--- config.mk ---
export PLATFORM = sky130hd
export DESIGN_NAME = uft_test_access
export DESIGN_NICKNAME = d
export VERILOG_FILES = /design/src/uft_pkg.sv /design/src/uft_fifo.sv /design/src/uft_change_det.sv /design/src/uft_test_access.sv
export SDC_FILE = /design/constraint.sdc
export NUM_CORES = 1
export LEC_CHECK = 0
export BUFFER_PORTS_ARGS = -buffer_cell sky130_fd_sc_hd__buf_2
export CELL_PAD_IN_SITES_DETAIL_PLACEMENT = 2
export CELL_PAD_IN_SITES_GLOBAL_PLACEMENT = 2
export CORE_MARGIN = 4
export CORE_UTILIZATION = 38
export CTS_CLUSTER_SIZE = 16
export DETAILED_ROUTE_END_ITERATION = 10
export HOLD_SLACK_MARGIN = 0.03
export MAX_ROUTING_LAYER = met4
export PLACE_DENSITY = 0.73
export SLEW_MARGIN = 15
export SYNTH_ARGS = -nofsm -noshare
export SYNTH_HDL_FRONTEND = slang
export SYNTH_SLANG_ARGS = --single-unit
--- constraint.sdc ---
create_clock -name core_clk -period 3.75 [get_ports core_clk]
set_input_delay 0.1875 -clock core_clk [delete_from_list [all_inputs] [get_ports core_clk]]
set_output_delay 0.1875 -clock core_clk [all_outputs]
set_load 0.005 [all_outputs]
--- src/uft_pkg.sv ---
// Constants and types shared by the FIFO test access block
package uft_pkg;
    localparam int DATA_W = 8;
    localparam int FIFO_DEPTH = 16;
    localparam int CNT_W = 5;
    localparam int HWORD_W = 32;
    localparam logic [31:0] ADDR_FCTL = 32'h5000_1108;
    localparam logic [31:0] ADDR_FAR = 32'h5000_1170;
    localparam logic [31:0] ADDR_USR = 32'h5000_117c;
    localparam logic [31:0] ADDR_RX_TEST = 32'h5000_1180;
    localparam logic [31:0] ADDR_TX_TEST = 32'h5000_1184;
    localparam int FAR_EN_BIT = 0;
    localparam int FCTL_EN_BIT = 0;
    localparam int USR_RFF_BIT = 4;
    localparam logic FAR_RESET = 1'h0;
    localparam logic FCTL_RESET = 1'h0;
    localparam logic [CNT_W-1:0] HOLD_CAP = 5'h01;
    localparam logic [CNT_W-1:0] FIFO_CAP = 5'h10;
    localparam logic [31:0] HRDATA_RESET = 32'h0000_0000;
    localparam logic HRESP_OKAY = 1'h0;
    typedef enum logic [1:0] {BUS_IDLE, BUS_WRITE, BUS_READ} uft_bus_t;
endpackage

--- src/uft_fifo.sv ---
// Byte FIFO whose capacity shrinks to one entry in holding mode
`timescale 1ns/1ps
`default_nettype none
module uft_fifo (
    input wire logic core_clk,
    input wire logic rst,
    input wire logic clr,
    input wire logic [uft_pkg::CNT_W-1:0] cap,
    input wire logic push,
    input wire logic [uft_pkg::DATA_W-1:0] wdata,
    input wire logic pop,
    output logic [uft_pkg::DATA_W-1:0] head,
    output logic [uft_pkg::CNT_W-1:0] count,
    output logic full,
    output logic empty
);
    import uft_pkg::*;
    logic [DATA_W-1:0] mem_r [FIFO_DEPTH];
    logic [CNT_W-2:0] wp_r, wp_nxt, rp_r, rp_nxt;
    logic [CNT_W-1:0] cnt_r, cnt_nxt;
    logic do_push, do_pop;

    assign full = (cnt_r >= cap);
    assign empty = (cnt_r == '0);
    assign count = cnt_r;
    assign head = mem_r[rp_r];
    // Full drops a push, empty drops a pop
    assign do_push = push && !full;
    assign do_pop = pop && !empty;

    always_comb begin
        wp_nxt = wp_r;
        rp_nxt = rp_r;
        cnt_nxt = cnt_r;
        if (clr) begin
            wp_nxt = '0;
            rp_nxt = '0;
            cnt_nxt = '0;
        end else begin
            if (do_push) wp_nxt = wp_r + 1'b1;
            if (do_pop) rp_nxt = rp_r + 1'b1;
            if (do_push && !do_pop) cnt_nxt = cnt_r + 1'b1;
            if (do_pop && !do_push) cnt_nxt = cnt_r - 1'b1;
        end
    end

    always_ff @(posedge core_clk) begin
        if (rst) begin
            wp_r <= '0;
            rp_r <= '0;
            cnt_r <= '0;
        end else begin
            wp_r <= wp_nxt;
            rp_r <= rp_nxt;
            cnt_r <= cnt_nxt;
        end
    end

    // Storage needs no reset; pointers define validity
    always_ff @(posedge core_clk) begin
        if (do_push && !clr) mem_r[wp_r] <= wdata;
    end
endmodule
`default_nettype wire

--- src/uft_change_det.sv ---
// One-cycle pulse whenever a registered level changes
`timescale 1ns/1ps
`default_nettype none
module uft_change_det (
    input wire logic core_clk,
    input wire logic rst,
    input wire logic level,
    output logic changed
);
    logic prev_r;
    logic prev_nxt;

    assign prev_nxt = level;
    assign changed = level ^ prev_r;

    always_ff @(posedge core_clk) begin
        if (rst) prev_r <= 1'h0;
        else prev_r <= prev_nxt;
    end
endmodule
`default_nettype wire

--- src/uft_test_access.sv ---
// FIFO test access block of the UART with its AHB-Lite register slave
`timescale 1ns/1ps
`default_nettype none
// Summary of operation
// - Enable bit readable; writes ignored without option
// - Enable on: master fills rx, drains tx
// - FIFOs off: single holding registers used
// - Toggling enable empties both FIFOs
// - Status bit 4 shows rx FIFO full
// - Full bit clears itself when not full
// - Control bit 0 switches FIFO operation
// - Depth 16 sets rx full point with FIFOs on
module uft_test_access #(
    parameter bit FIFO_ACCESS = 1'b1
)(
    input wire logic core_clk,
    input wire logic rst,
    input wire logic hsel,
    input wire logic [31:0] haddr,
    input wire logic [1:0] htrans,
    input wire logic hwrite,
    input wire logic [2:0] hsize,
    input wire logic [uft_pkg::HWORD_W-1:0] hwdata,
    input wire logic hready,
    output logic [uft_pkg::HWORD_W-1:0] hrdata,
    output logic hreadyout,
    output logic hresp,
    input wire logic core_rx_push,
    input wire logic [uft_pkg::DATA_W-1:0] core_rx_data,
    input wire logic core_rx_pop,
    output logic [uft_pkg::DATA_W-1:0] rx_head_data,
    output logic rx_head_valid,
    input wire logic core_tx_push,
    input wire logic [uft_pkg::DATA_W-1:0] core_tx_data,
    input wire logic core_tx_pop,
    output logic [uft_pkg::DATA_W-1:0] tx_head_data,
    output logic tx_head_valid,
    output logic fifo_enabled,
    output logic test_access_active
);
    import uft_pkg::*;
    uft_bus_t bus_r, bus_nxt;
    logic [31:0] addr_r, addr_nxt;
    logic [HWORD_W-1:0] hrdata_r, hrdata_nxt;
    logic hready_r, hready_nxt;
    logic fae_r, fae_nxt;
    logic fctl_en_r, fctl_en_nxt;
    logic [DATA_W-1:0] rxh_r, rxh_nxt, txh_r, txh_nxt;
    logic rxv_r, rxv_nxt, txv_r, txv_nxt;
    logic accept, m_rx_push, m_tx_pop, fae_chg, fctl_chg, clr;
    logic rx_push, rx_pop, tx_push, tx_pop;
    logic [DATA_W-1:0] rx_wdata, rx_head, tx_head;
    logic [CNT_W-1:0] cap, rx_count, tx_count;
    logic rx_full, rx_empty, tx_full, tx_empty;

    // hsize is unused: only whole-word transfers reach this slave
    assign accept = hsel && hready && htrans[1];
    assign cap = fctl_en_r ? FIFO_CAP : HOLD_CAP;

    // Bus state and register updates
    always_comb begin
        bus_nxt = BUS_IDLE;
        addr_nxt = addr_r;
        hready_nxt = 1'b1;
        hrdata_nxt = hrdata_r;
        fae_nxt = fae_r;
        fctl_en_nxt = fctl_en_r;
        m_rx_push = 1'b0;
        m_tx_pop = 1'b0;
        if (bus_r == BUS_WRITE) begin
            if (addr_r == ADDR_FAR && FIFO_ACCESS) begin
                fae_nxt = hwdata[FAR_EN_BIT];
            end
            if (addr_r == ADDR_FCTL) begin
                fctl_en_nxt = hwdata[FCTL_EN_BIT];
            end
            if (addr_r == ADDR_RX_TEST) begin
                m_rx_push = fae_r;
            end
        end
        if (bus_r == BUS_READ) begin
            hrdata_nxt = '0;
            unique case (addr_r)
                ADDR_FAR: hrdata_nxt[FAR_EN_BIT] = fae_r;
                ADDR_FCTL: hrdata_nxt[FCTL_EN_BIT] = fctl_en_r;
                // Upper status bits stay zero
                ADDR_USR: hrdata_nxt[USR_RFF_BIT] = rx_full;
                ADDR_TX_TEST: begin
                    if (fae_r && !tx_empty) begin
                        hrdata_nxt[DATA_W-1:0] = tx_head;
                        m_tx_pop = 1'b1;
                    end
                end
                default: hrdata_nxt = '0;
            endcase
        end
        if (accept) begin
            addr_nxt = haddr;
            bus_nxt = hwrite ? BUS_WRITE : BUS_READ;
            // One wait state lets a read see a write just before it
            hready_nxt = hwrite;
        end
    end

    always_ff @(posedge core_clk) begin
        if (rst) begin
            bus_r <= BUS_IDLE;
            addr_r <= '0;
            hready_r <= 1'b1;
            hrdata_r <= HRDATA_RESET;
            fae_r <= FAR_RESET;
            fctl_en_r <= FCTL_RESET;
        end else begin
            bus_r <= bus_nxt;
            addr_r <= addr_nxt;
            hready_r <= hready_nxt;
            hrdata_r <= hrdata_nxt;
            fae_r <= fae_nxt;
            fctl_en_r <= fctl_en_nxt;
        end
    end

    assign hrdata = hrdata_r;
    assign hreadyout = hready_r;
    assign hresp = HRESP_OKAY;

    uft_change_det u_fae_det (
        .core_clk(core_clk),
        .rst(rst),
        .level(fae_r),
        .changed(fae_chg)
    );

    uft_change_det u_fctl_det (
        .core_clk(core_clk),
        .rst(rst),
        .level(fctl_en_r),
        .changed(fctl_chg)
    );

    // Switching either mode leaves stale pointers, so both sides restart
    assign clr = fae_chg || fctl_chg;

    // In test mode the master owns the rx fill and tx drain sides
    assign rx_push = fae_r ? m_rx_push : core_rx_push;
    assign rx_wdata = fae_r ? hwdata[DATA_W-1:0] : core_rx_data;
    assign rx_pop = core_rx_pop;
    assign tx_push = core_tx_push;
    assign tx_pop = fae_r ? m_tx_pop : core_tx_pop;

    uft_fifo u_rx_fifo (
        .core_clk(core_clk),
        .rst(rst),
        .clr(clr),
        .cap(cap),
        .push(rx_push),
        .wdata(rx_wdata),
        .pop(rx_pop),
        .head(rx_head),
        .count(rx_count),
        .full(rx_full),
        .empty(rx_empty)
    );

    uft_fifo u_tx_fifo (
        .core_clk(core_clk),
        .rst(rst),
        .clr(clr),
        .cap(cap),
        .push(tx_push),
        .wdata(core_tx_data),
        .pop(tx_pop),
        .head(tx_head),
        .count(tx_count),
        .full(tx_full),
        .empty(tx_empty)
    );

    // Head copies lag the FIFO by one cycle
    always_comb begin
        rxh_nxt = rx_head;
        rxv_nxt = !rx_empty;
        txh_nxt = tx_head;
        txv_nxt = !tx_empty && !fae_r;
    end

    always_ff @(posedge core_clk) begin
        if (rst) begin
            rxh_r <= '0;
            rxv_r <= 1'b0;
            txh_r <= '0;
            txv_r <= 1'b0;
        end else begin
            rxh_r <= rxh_nxt;
            rxv_r <= rxv_nxt;
            txh_r <= txh_nxt;
            txv_r <= txv_nxt;
        end
    end

    assign rx_head_data = rxh_r;
    assign rx_head_valid = rxv_r;
    assign tx_head_data = txh_r;
    assign tx_head_valid = txv_r;
    assign fifo_enabled = fctl_en_r;
    assign test_access_active = fae_r;
endmodule
`default_nettype wire

# == Word level (Yosys, flattened, before mapping) ==
# Memory sizes are Yosys's and may differ from the RTL's. A register that Yosys moved wholly into a read port is not among the register bits.
# Cells that the tools add are included.
# word_totals
regBits,83
ramBits,256
input_bits,94
out_inout_bits,54
wordCells,97
mem_count,2
# mem_list
memory,depth,width,rd,rd_clocked_by_memory_dff,write_ports,line_no,text
u_rx_fifo.mem_r,16,8,1,1,1,uft_fifo.sv:18,logic [DATA_W-1:0] mem_r [FIFO_DEPTH];
u_tx_fifo.mem_r,16,8,1,1,1,uft_fifo.sv:18,
# op_classes
add_sub_neg,8
order_cmp,2
n_eq_ne,7
mux,25
n_bitwise,3
reduce_logical,33
# ops
operator,n
$eq 32x31->1 const B,5
$mux 5,5
$add 4x1->4 const B,4
$mux 8,2
$logic_and 1x1->1,14
$mux 1,11
$add 5x1->5 const B,2
$ge 5x5->1,2
$logic_not 1->1,10
$logic_not 5->1,2
$sub 5x1->5 const B,2
$mux 4,2
$mux 3,2
$reduce_and 2->1,2
$reduce_bool 2->1,2
$reduce_or 2->1,2
$pmux 1 s3,1
$eq 2x1->1 const B,1
$eq 2x2->1 const B,1
$mux 2,1
$pmux 1 s2,1
$xor 1x1->1,2
$logic_or 1x1->1,1
$not 1->1,1

# == Longest topological paths before layout ==
# Gate-level depths: netlist of run 1.
# logic_depth
word_depth,12
mapped_depth,16
mapped_depth_nobuf,15

# == Hierarchy ==
# A second synthesis of run 1 with hierarchy kept.
# unflattened
cells_unflattened,959
area_unflattened_um2,14725.4
# by_module_without_submodules
mod,instances,cells_each,area_per_inst_um2,seq_area_each_um2
uft_fifo at u_tx_fifo,1,338,6028.3,4184.0
uft_fifo at u_rx_fifo,1,313,6013.3,4184.0
uft_test_access,1,302,2613.8,1261.2
uft_change_det,2,3,35.0,20.0

# == Worst setup path after synthesis of run 1 ==
# OpenSTA, ideal clock, no wires.
# synth_path
kind,register -> register
startpoint,"register fctl_en_r, in the netlist fifo_enabled"
endpoint,"register u_rx_fifo.cnt_r[4], in the netlist u_rx_fifo.count[4]"
setup_time_ns,0.071
t_arrival_ns,3.449
required_time_ns,3.679
path_slack_ns,0.230
stages_incl_launch_ff,16
path_buffers,1
period_less_slack_ns,3.520
cell_sequence,dfxtp_1 -> inv_1 -> ha_1 -> or3b_2 -> o22ai_1 -> nand4b_1 -> nand2_1 -> buf_2 -> inv_1 -> ha_1 -> ha_1 -> nor2b_1 -> o21ai_0 -> a21oi_1 -> or4_1 -> a21oi_1
# synth_via
elab_chain_len,7
elab_cells_between_ends,12
cone_classes,1 x order compare; 2 x mux; 1 x bitwise; 8 x reduce/logical
# synth_rtl
element,line_no,text
"start, declared",uft_test_access.sv:47,"logic fctl_en_r, fctl_en_nxt;"
"start signal, assigned",uft_test_access.sv:119,fctl_en_r <= fctl_en_nxt;
$mux 5,uft_test_access.sv:58,assign cap = fctl_en_r ? FIFO_CAP : HOLD_CAP;
$ge 5x5->1,uft_fifo.sv:23,assign full = (cnt_r >= cap);
$logic_not 1->1,uft_fifo.sv:28,assign do_push = push && !full;
$logic_and 1x1->1,uft_fifo.sv:28,
$logic_not 1->1,uft_fifo.sv:43,if (do_pop && !do_push) cnt_nxt = cnt_r - 1'b1;
$logic_and 1x1->1,uft_fifo.sv:43,
$mux 5 / $reduce_bool 2->1 (equally long branches),--,
"end signal, assigned",uft_fifo.sv:55,cnt_r <= cnt_nxt;
"end, declared",uft_fifo.sv:20,"logic [CNT_W-1:0] cnt_r, cnt_nxt;"
# Several ways; a longest one is shown, not always the timed one.
# A chain may end at the register's enable or synchronous reset.

# == Worst setup path after layout of run 1 ==
# Ends and elaborated chain as after synthesis.

==> impl_metrics.toml, run 1 <==
[status]
status = "complete, no violations"

[detailed_routing]
dr.pass1.iters = 5
vias = 8150
drt_iter0_markers = 534
antenna_left = 0
drcViolationCount = 0
wirelength_um = 35700
drt-vias-per-instance = 5.22
wl_per_cell_um = 22.8

[synth]
yosysSeqAreaShare_pct = 68.1
synth_edf_count = 256
synth_common_cells = "edfxtp_1 (256), dfxtp_1 (95), nand2_1 (92)"
synth_cell_type_count = 49
yosysMostFrequentCell = "edfxtp_1"
syn_avg_cell_area_um2 = 15.5
synth_top_area_share_pct = 54.6
ys_async_sr_fraction_pct = 0
ys_seq_elements = 351
yosys_warnings = 0
synth_cells = 911
synthFlopType = "edfxtp_1"
syn_area_um2 = 14100
synth_area_leaders = "edfxtp_1 (55%), dfxtp_1 (14%), mux4_2 (12%)"
yosys.area.top_type = "edfxtp_1"

[clocking]
cts_tree = "built"
cts_made_buffers = 39
insertion_delay_ns = 0.54
cts_buffer_depth = 3
htree_levels = 2
clkTransAtPathRegs_ns = 0.06
clock_sinks = 351
clockRootBuffer = "clkbuf_16"

[cells_and_area]
fin_area_um2 = 16700
syn_to_final_growth_pct = 18.7
nNetsFinal = 1182
n_antenna_cell = 0
fin_cells = 1561
drive_above_1_share_pct = 24.6

[die]
coreArea_um2 = 36600
die_area_um2 = 40200
start_util_pct = 38.5
io_pins = 148
die_y_um = 201
rows = 70
dieWidth_um = 201

[worst_hold_path]
hold_class = "input port to register"

[grt]
antenna_found_initial = 0
overflow = 0
grt.total_usage_pct = 18.3
grt_pass1_wl_um = 56200
grt_max_degree = 55
grt_pass1_vias = 9238

[placement]
port_buffers = 94
dp.cells = 1456
placed_area_um2 = 15100
dpl.hpwl_um = 24200
place.gp.congestion = 0.759

[sta]
final_max_slew_viol_count = 0
finalHoldViolations = 0
max_slew_margin_pct = 44.0
hold_slack_ns = 0.0536
fmax_mhz = 286
post-route-min-period_ns = 3.49
tightest_slew_ns = 0.837
skew_ns = 0.0154
setup_viol_count_final = 0
period_share_pct = 93.1

[critical_path]
critPathMaxFanout = 5
path_cells = "inv_1 > ha_1 > or3b_2 > o22ai_2 > buf_4 > nand4b_1 > nand2_2 > inv_1 > ha_1 > ha_1 > nor2b_2 > o21ai_2 > a21oi_1 > or4_1 > a21oi_1"
critPathSlowestCell = "or4_1"
crit_top_cell = "ha_1"
cp.arrival_ns = 3.93
crit_path_start_kind = "register"
critPathRequiredTime_ns = 4.19
cpPeakStageDelay_ns = 0.47
path_class = "register to register"
path_buf_inv = 3
endpoint_kind = "register"
critPathTopFamily = "simple AND/OR/NAND/NOR gates"

[run]
cap_violations = 0

[pwr]
p_leak_nw = 5.84
irDropWorstVdd_mv = 0.414
pwr_density_cell_nw_per_um2 = 653
finalPower_mw = 10.9
layout by cell type (no fill, tap or decap), types with 22 or more instances in the layout:
cell type / netlist / layout
buf_4: 26 / 26
dfxtp_1: 95 / 93
conb_1: 1 / 25
edfxtp_1: 256 / 256
a21oi_1: 49 / 49
dlygate4sd3_1: 0 / 34
nand2_1: 92 / 91
clkbuf_16: 0 / 39
nor2_1: 50 / 50
buf_2: 4 / 94
mux4_2: 72 / 72
ha_1: 22 / 22
worst register-to-register path, cell delays in order (launching register included):
cell,delay [ns]
dfxtp_1,0.32
inv_1,0.09
ha_1,0.30
or3b_2,0.45
o22ai_2,0.11
buf_4,0.15
nand4b_1,0.18
nand2_2,0.14
inv_1,0.05
ha_1,0.23
ha_1,0.32
nor2b_2,0.18
o21ai_2,0.14
a21oi_1,0.10
or4_1,0.47
a21oi_1,0.16
repair_timing:
item / 4_1_cts / 5_1_grt
buffers inserted: 0 / 1
setup endpoints to repair: 0 / 2
resized for setup: 0 / 8
hold buffers: 34 / 0
hold endpoints to repair: 37 / 0
report_power, final:
group          internal [mW]  total, mW  leakage, nW  switching [mW]
Clock                   2.21       3.73        0.616            1.52
Combinational           1.19       2.53         2.14            1.34
Sequential              4.46       4.64         3.08           0.185
kinds of logic (layout without fill, tap and decap cells):
group	Yosys count	after routing	share of synthesized area, %
DFF	351	351	68.1
and+or+nand+nor	253	253	8.77
AOI/OAI and AO/OA	92	92	3.93
muxes	91	91	12.9
buffers and inverters	87	245	3.27
adders and majority gates	24	24	2.24
xor gates and xnor gates	12	12	0.746
other	1	25	0.0266
path summary, 6_finish.rpt:
check                                to       startpoint  slack (ns)  cells after the start
setup / recovery     u_rx_fifo.count[4]     fifo_enabled        0.26                     15
hold / removal    u_tx_fifo.mem_r[2][6]  core_tx_data[6]        0.05                      1
setup reg to reg     u_rx_fifo.count[4]     fifo_enabled        0.26                     15
hold reg to reg               hrdata[2]        hrdata[2]        0.45                      2
through the flow:
| stage | util (%) | setup slack, ns | TNS, ns |
|---|---|---|---|
| after detailed placement | 41.2 | 0.120 | 0 |
| after global placement | 41.2 | 0.266 | 0 |
| after CTS | 45.5 | 0.0686 | 0 |
| final | 45.6 | 0.258 | 0 |
| after floorplan | - | 0.230 | 0 |
| after global routing | 45.6 | -0.00715 | -0.00715 |
cell type report:
class | count | area, um^2
well taps | 468 | 586
clock inverters | 17 | 198
flip-flops and latches | 351 | 9590
inverters | 19 | 71.3
clock buffers | 53 | 1060
multi-input cells | 497 | 4160
fillers | 3493 | 19900
repair buffers | 156 | 1050
per-layer routing:
| metal | track usage [%] | up-vias | wire (um) |
|---|---|---|---|
| met5 | - | - | 0 |
| met4 | 4.40 | 0 | 677 |
| met3 | 3.05 | 48 | 1240 |
| met2 | 32.5 | 152 | 19000 |
| met1 | 21.8 | 4224 | 14700 |
| li1 | - | 3726 | - |
state kept, by name, summed over array words and instances, names as in the netlist, 5 cells and up, named ones only:
register / cells
rx_head_data: 8
hrdata: 8
u_tx_fifo.count: 5
tx_head_data: 8
u_tx_fifo.mem_r: 128
addr_r: 32
u_rx_fifo.mem_r: 128
u_rx_fifo.count: 5
No activity file was read; power rests on OpenSTA's default activity.
==> run 2, diff against run 1 <==
--- a/config.mk
+++ b/config.mk
@@ -8,13 +8,13 @@
 export BUFFER_PORTS_ARGS = -buffer_cell sky130_fd_sc_hd__buf_2
 export CELL_PAD_IN_SITES_DETAIL_PLACEMENT = 2
 export CELL_PAD_IN_SITES_GLOBAL_PLACEMENT = 2
-export CORE_MARGIN = 4
+export CORE_MARGIN = 3
 export CORE_UTILIZATION = 38
 export CTS_CLUSTER_SIZE = 16
 export DETAILED_ROUTE_END_ITERATION = 10
 export HOLD_SLACK_MARGIN = 0.03
 export MAX_ROUTING_LAYER = met4
-export PLACE_DENSITY = 0.73
+export PLACE_DENSITY = 0.78
 export SLEW_MARGIN = 15
 export SYNTH_ARGS = -nofsm -noshare
 export SYNTH_HDL_FRONTEND = slang
==> run 2 against run 1 <==
Effect of this change:
- core utilization grew 0.70 points
- largest power group unchanged
- total power is 1.4% higher
- die area shrank 2.0%
- maximum frequency fell by 0.87%
- critical endpoint is now u_tx_fifo.count[4]
==> impl_metrics.toml, run 2 (same netlist as run 1, synthesis figures left out) <==
[clocking]
insertion_delay_ns = 0.53
clkTransAtPathRegs_ns = 0.06
cts_setup_buffers = 0
cts_made_buffers = 38
clockRootBuffer = "clkbuf_16"
cts_tree = "built"
clock_sinks = 351
htree_levels = 2
cts_buffer_depth = 3

[detailed_routing]
dr.pass1.iters = 5
wl_per_cell_um = 25.5
drt_iter0_markers = 474
drt-vias-per-instance = 5.39
drcViolationCount = 0
antenna_left = 0
vias = 8359
wirelength_um = 39600

[sta]
post-route-min-period_ns = 3.52
max_slew_margin_pct = 43.4
final_max_slew_viol_count = 0
fin_ws_ns = 0.228
setup_viol_count_final = 0
period_share_pct = 93.9
finalHoldViolations = 0
tightest_slew_ns = 0.846
skew_ns = 0.0203
fmax_mhz = 284

[pwr]
irDropWorstVdd_mv = 0.468
p_leak_nw = 5.83
pwr_density_cell_nw_per_um2 = 661
netSwitchingFraction_pct = 27.9
p_seq_share_pct = 42.4
p_comb_share_pct = 22.7
switchingPower_mw = 3.09
power.internal_mw = 7.97
finalPower_mw = 11.1
pwr-share-clk_pct = 34.9

[placement]
dpl.hpwl_um = 25500
place.gp.congestion = 0.789
place_ws_ns = -0.0539
dp.cells = 1448
placed_area_um2 = 15000
port_buffers = 94

[run]
cap_violations = 0

[status]
status = "complete, no violations"

[die]
coreArea_um2 = 36100
start_util_pct = 39.0
io_pins = 148
die_area_um2 = 39400
dieWidth_um = 199
rows = 69
die_y_um = 199

[critical_path]
path_cells = "nor4b_1 > nand4_1 > nor3_2 > a32oi_1 > inv_1 > ha_1 > inv_1 > fa_1 > nor2b_1 > o21ai_0 > and3_1 > or4_1 > a21oi_1"
critPathMaxFanout = 4
endpoint_kind = "register"
critPathRequiredTime_ns = 4.18
crit_path_start_kind = "register"
reg2regPathDepth = 13
cpPeakStageDelay_ns = 0.39
cp.arrival_ns = 3.95
path_class = "register to register"
critPathSlowestCell = "fa_1"
crit_top_cell = "inv_1"

[grt]
grt_pass1_vias = 9513
grt.total_usage_pct = 21.1
grt_max_degree = 55
grt_pass1_wl_um = 60200
overflow = 0
antenna_found_initial = 2

[cells_and_area]
fill_cells = 3423
nNetsFinal = 1179
fin_cells = 1552
largestRegisters = "u_rx_fifo.mem_r x128, u_tx_fifo.mem_r x128, addr_r x32"
drive_above_1_share_pct = 24.6
layout_common_cells = "edfxtp_1 (256), buf_2 (94), dfxtp_1 (93), nand2_1 (92), mux4_2 (72)"
layout_commonest_cell = "edfxtp_1"
fin_area_um2 = 16700
syn_to_final_growth_pct = 18.8

[worst_hold_path]
hold_class = "input port to register"
hold_depth = 1
run 2: layout make-up:
class,instances,area (um^2),share of cell area [%]
flip-flops and latches,351,9590,57.3
multi-input cells,497,4180,25.0
clock buffers,50,1060,6.34
repair buffers,154,1020,6.09
well taps,461,577,3.45
clock inverters,19,221,1.32
inverters,19,71.3,0.426
diodes,1,2.50,0.0150
run 2: worst paths after layout:
check	from	end	slack, ns
max	addr_r[8]	u_tx_fifo.count[4]	0.23
min reg2reg	hrdata[7]	hrdata[7]	0.45
min	core_tx_data[1]	u_tx_fifo.mem_r[2][1]	0.08
max reg2reg	addr_r[8]	u_tx_fifo.count[4]	0.23
run 2: critical path, delay by kind of cell (launching register included):
kind	cells	cell delay [ns]
and+or+nand+nor	6	1.77
adders and majority gates	2	0.62
AOI/OAI and AO/OA	3	0.46
DFF	1	0.38
buffers and inverters	2	0.18
run 2: per-stage QoR:
stage	utilization [%]	setup TNS [ns]	hold WS, ns
6_report	46.3	0	0.0757
5_1_grt	46.3	-0.0247	0.0743
4_1_cts	46.2	0	0.0527
3_5_place_dp	41.7	-0.0539	0.424
3_3_place_gp	41.7	0	0.423
2_1_floorplan	-	0	0.286
run 2: what timing repair did:
item | 4_1_cts | 5_1_grt
gates cloned | 0 | 0
hold endpoints to repair | 37 | 0
resized for setup | 2 | 8
setup endpoints to repair | 1 | 2
hold buffers | 34 | 0
pin swaps | 0 | 0
run 2: metal layers:
| layer | vias up | global-route usage (%) | wire (um) |
|---|---|---|---|
| li1 | 3705 | - | - |
| met1 | 4381 | 23.3 | 14900 |
| met2 | 198 | 39.4 | 22100 |
| met3 | 75 | 3.27 | 1550 |
| met4 | 0 | 6.04 | 985 |
| met5 | - | - | 0 |
run 2: power by group through the flow:
| stage | clock network, mW | registers [mW] | logic, mW |
|---|---|---|---|
| 2_1_floorplan | 0 | 4.64 | 1.79 |
| 3_3_place_gp | 0 | 4.76 | 2.36 |
| 3_5_place_dp | 0 | 4.78 | 2.47 |
| 4_1_cts | 3.93 | 4.70 | 2.53 |
| 5_1_grt | 4.12 | 4.74 | 2.76 |
| 6_report | 3.86 | 4.69 | 2.51 |
==> run 3, diff against run 2 <==
--- a/config.mk
+++ b/config.mk
@@ -14,7 +14,7 @@
 export DETAILED_ROUTE_END_ITERATION = 10
 export HOLD_SLACK_MARGIN = 0.03
 export MAX_ROUTING_LAYER = met4
-export PLACE_DENSITY = 0.78
+export PLACE_DENSITY_LB_ADDON = 0.08
 export SLEW_MARGIN = 15
 export SYNTH_ARGS = -nofsm -noshare
 export SYNTH_HDL_FRONTEND = slang
==> run 3 against run 2 <==
Effect of this change:
- worst hold slack worse by 0.0062 ns
- global-route usage is 1.5 points lower
- first-iteration DRC count is 30% lower
- register-to-register slack better by 0.05 ns
- final area is 0.61% higher
- total power is 0.97% lower
- clock skew is 0.0023 ns lower
- cell count is 1.1% higher
- die area stayed put
- setup slack better by 0.050 ns
- critical path type unchanged
==> impl_metrics.toml, run 3 (same netlist as run 1, synthesis figures left out) <==
[status]
status = "complete, no violations"

[pwr]
p_seq_share_pct = 42.6
pwr-share-clk_pct = 34.5
finalPower_mw = 11.0
p_comb_share_pct = 22.9
netSwitchingFraction_pct = 28.0
power.internal_mw = 7.89
irDropWorstVdd_mv = 0.426
pwr_density_cell_nw_per_um2 = 651
p_leak_nw = 5.91
switchingPower_mw = 3.06

[die]
start_util_pct = 39.0
die_area_um2 = 39400
coreArea_um2 = 36100
io_pins = 148
die_y_um = 199
dieWidth_um = 199
rows = 69

[cells_and_area]
syn_to_final_growth_pct = 19.5
nNetsFinal = 1196
multi_input_area_um2 = 4160
layout_commonest_cell = "edfxtp_1"
seqCellArea_um2 = 9590
final_util_pct = 46.6
largestRegisters = "u_rx_fifo.mem_r x128, u_tx_fifo.mem_r x128, addr_r x32"
fill_cells = 3419
drive_above_1_share_pct = 25.8
layout_common_cells = "edfxtp_1 (256), buf_2 (94), dfxtp_1 (93), nand2_1 (92), mux4_2 (72)"

[critical_path]
critPathTopFamily = "simple AND/OR/NAND/NOR gates"
endpoint_kind = "register"
cp.arrival_ns = 3.93
cpPeakStageDelay_ns = 0.47
path_class = "register to register"
path_cells = "inv_1 > ha_1 > or3b_2 > o22ai_2 > nand4b_1 > nand2_1 > inv_1 > ha_1 > ha_1 > nor2b_1 > o21ai_1 > a21oi_1 > or4_1 > a21oi_1"
path_buf_inv = 2
crit_top_cell = "ha_1"
crit_path_start_kind = "register"
critPathMaxFanout = 4
critPathSlowestCell = "or4_1"
critPathRequiredTime_ns = 4.20

[detailed_routing]
drt_iter0_markers = 330
antenna_left = 0
vias = 8204
drcViolationCount = 0
wl_per_cell_um = 23.5
wirelength_um = 36800
dr.pass1.iters = 4
drt-vias-per-instance = 5.23

[clocking]
cts_tree = "built"
clockRootBuffer = "clkbuf_16"
insertion_delay_ns = 0.54
clock_sinks = 351
clkTransAtPathRegs_ns = 0.06
cts_made_buffers = 39
cts_buffer_depth = 3
htree_levels = 2

[sta]
rsz0062_at_grt = "no"
period_share_pct = 92.6
finalHoldViolations = 0
fmax_mhz = 288
skew_ns = 0.0180
setup_viol_count_final = 0
final_max_slew_viol_count = 0
tightest_slew_ns = 0.843
post-route-min-period_ns = 3.47
timing.setup.tns_ns = 0
max_slew_margin_pct = 43.7

[run]
cap_violations = 0

[worst_hold_path]
hold_class = "input port to register"

[grt]
grt_pass1_vias = 9076
grt_pass1_wl_um = 56400
grt_max_degree = 55
antenna_found_initial = 1
grt.total_usage_pct = 19.6
overflow = 0

[placement]
place.gp.congestion = 0.735
dpl.hpwl_um = 24700
port_buffers = 94
run 3: per-layer routing:
layer / up-vias / global-route usage [%] / share of wire, % / wire length [um]
met4: 0 / 4.87 / 2.1 / 769
li1: 3753 / - / - / -
met3: 54 / 3.01 / 3.5 / 1300
met2: 144 / 35.5 / 54 / 19900
met1: 4253 / 23.0 / 40 / 14800
met5: - / - / 0 / 0
run 3: power by group through the flow:
| stage | Sequential (mW) | Combinational, mW | Clock [mW] |
|---|---|---|---|
| 4_1_cts | 4.68 | 2.58 | 3.89 |
| 6_report | 4.66 | 2.51 | 3.78 |
| 3_5_place_dp | 4.76 | 2.52 | 0 |
| 3_3_place_gp | 4.74 | 2.47 | 0 |
| 2_1_floorplan | 4.64 | 1.79 | 0 |
| 5_1_grt | 4.71 | 2.79 | 4.05 |
run 3: worst paths after layout:
path | start | end | slack (ns) | cells past startpoint
setup / recovery | fifo_enabled | u_rx_fifo.count[4] | 0.28 | 14
hold / removal | core_tx_data[1] | u_tx_fifo.mem_r[12][1] | 0.07 | 1
setup reg to reg | fifo_enabled | u_rx_fifo.count[4] | 0.28 | 14
hold reg to reg | hrdata[2] | hrdata[2] | 0.45 | 2
run 3: area by class of cell:
cell class | count | area share (%)
sequential | 351 | 57.0
multi-input combinational | 497 | 24.7
timing repair buffer | 170 | 6.84
clock buffer | 52 | 6.65
tap | 461 | 3.43
clock inverter | 18 | 0.952
inverter | 19 | 0.424
antenna | 1 | 0.0149
run 3: what timing repair did:
item | in CTS | in global routing
setup endpoints to repair | 0 | 2
endpoints found under the hold margin | 37 | 0
hold buffers | 34 | 0
resized for setup | 0 | 6
setup buffers | 0 | 1
run 3: per-stage QoR:
step	hold WS, ns	worst slack (ns)	cells	area, um^2
2_1_floorplan	0.286	0.230	935	14200
3_3_place_gp	0.425	0.172	1463	15200
3_5_place_dp	0.424	0.0845	1463	15200
4_1_cts	0.0451	0.0427	1567	16800
5_1_grt	0.0653	0.00727	1569	16800
6_report	0.0696	0.278	1569	16800
run 3: worst register-to-register path, cell delays in order, from the launching register on:
cell      delay, ns
dfxtp_1        0.33
inv_1          0.10
ha_1           0.31
or3b_2         0.45
o22ai_2        0.17
nand4b_1       0.20
nand2_1        0.15
inv_1          0.05
ha_1           0.25
ha_1           0.34
nor2b_1        0.16
o21ai_1        0.16
a21oi_1        0.11
or4_1          0.47
a21oi_1        0.15
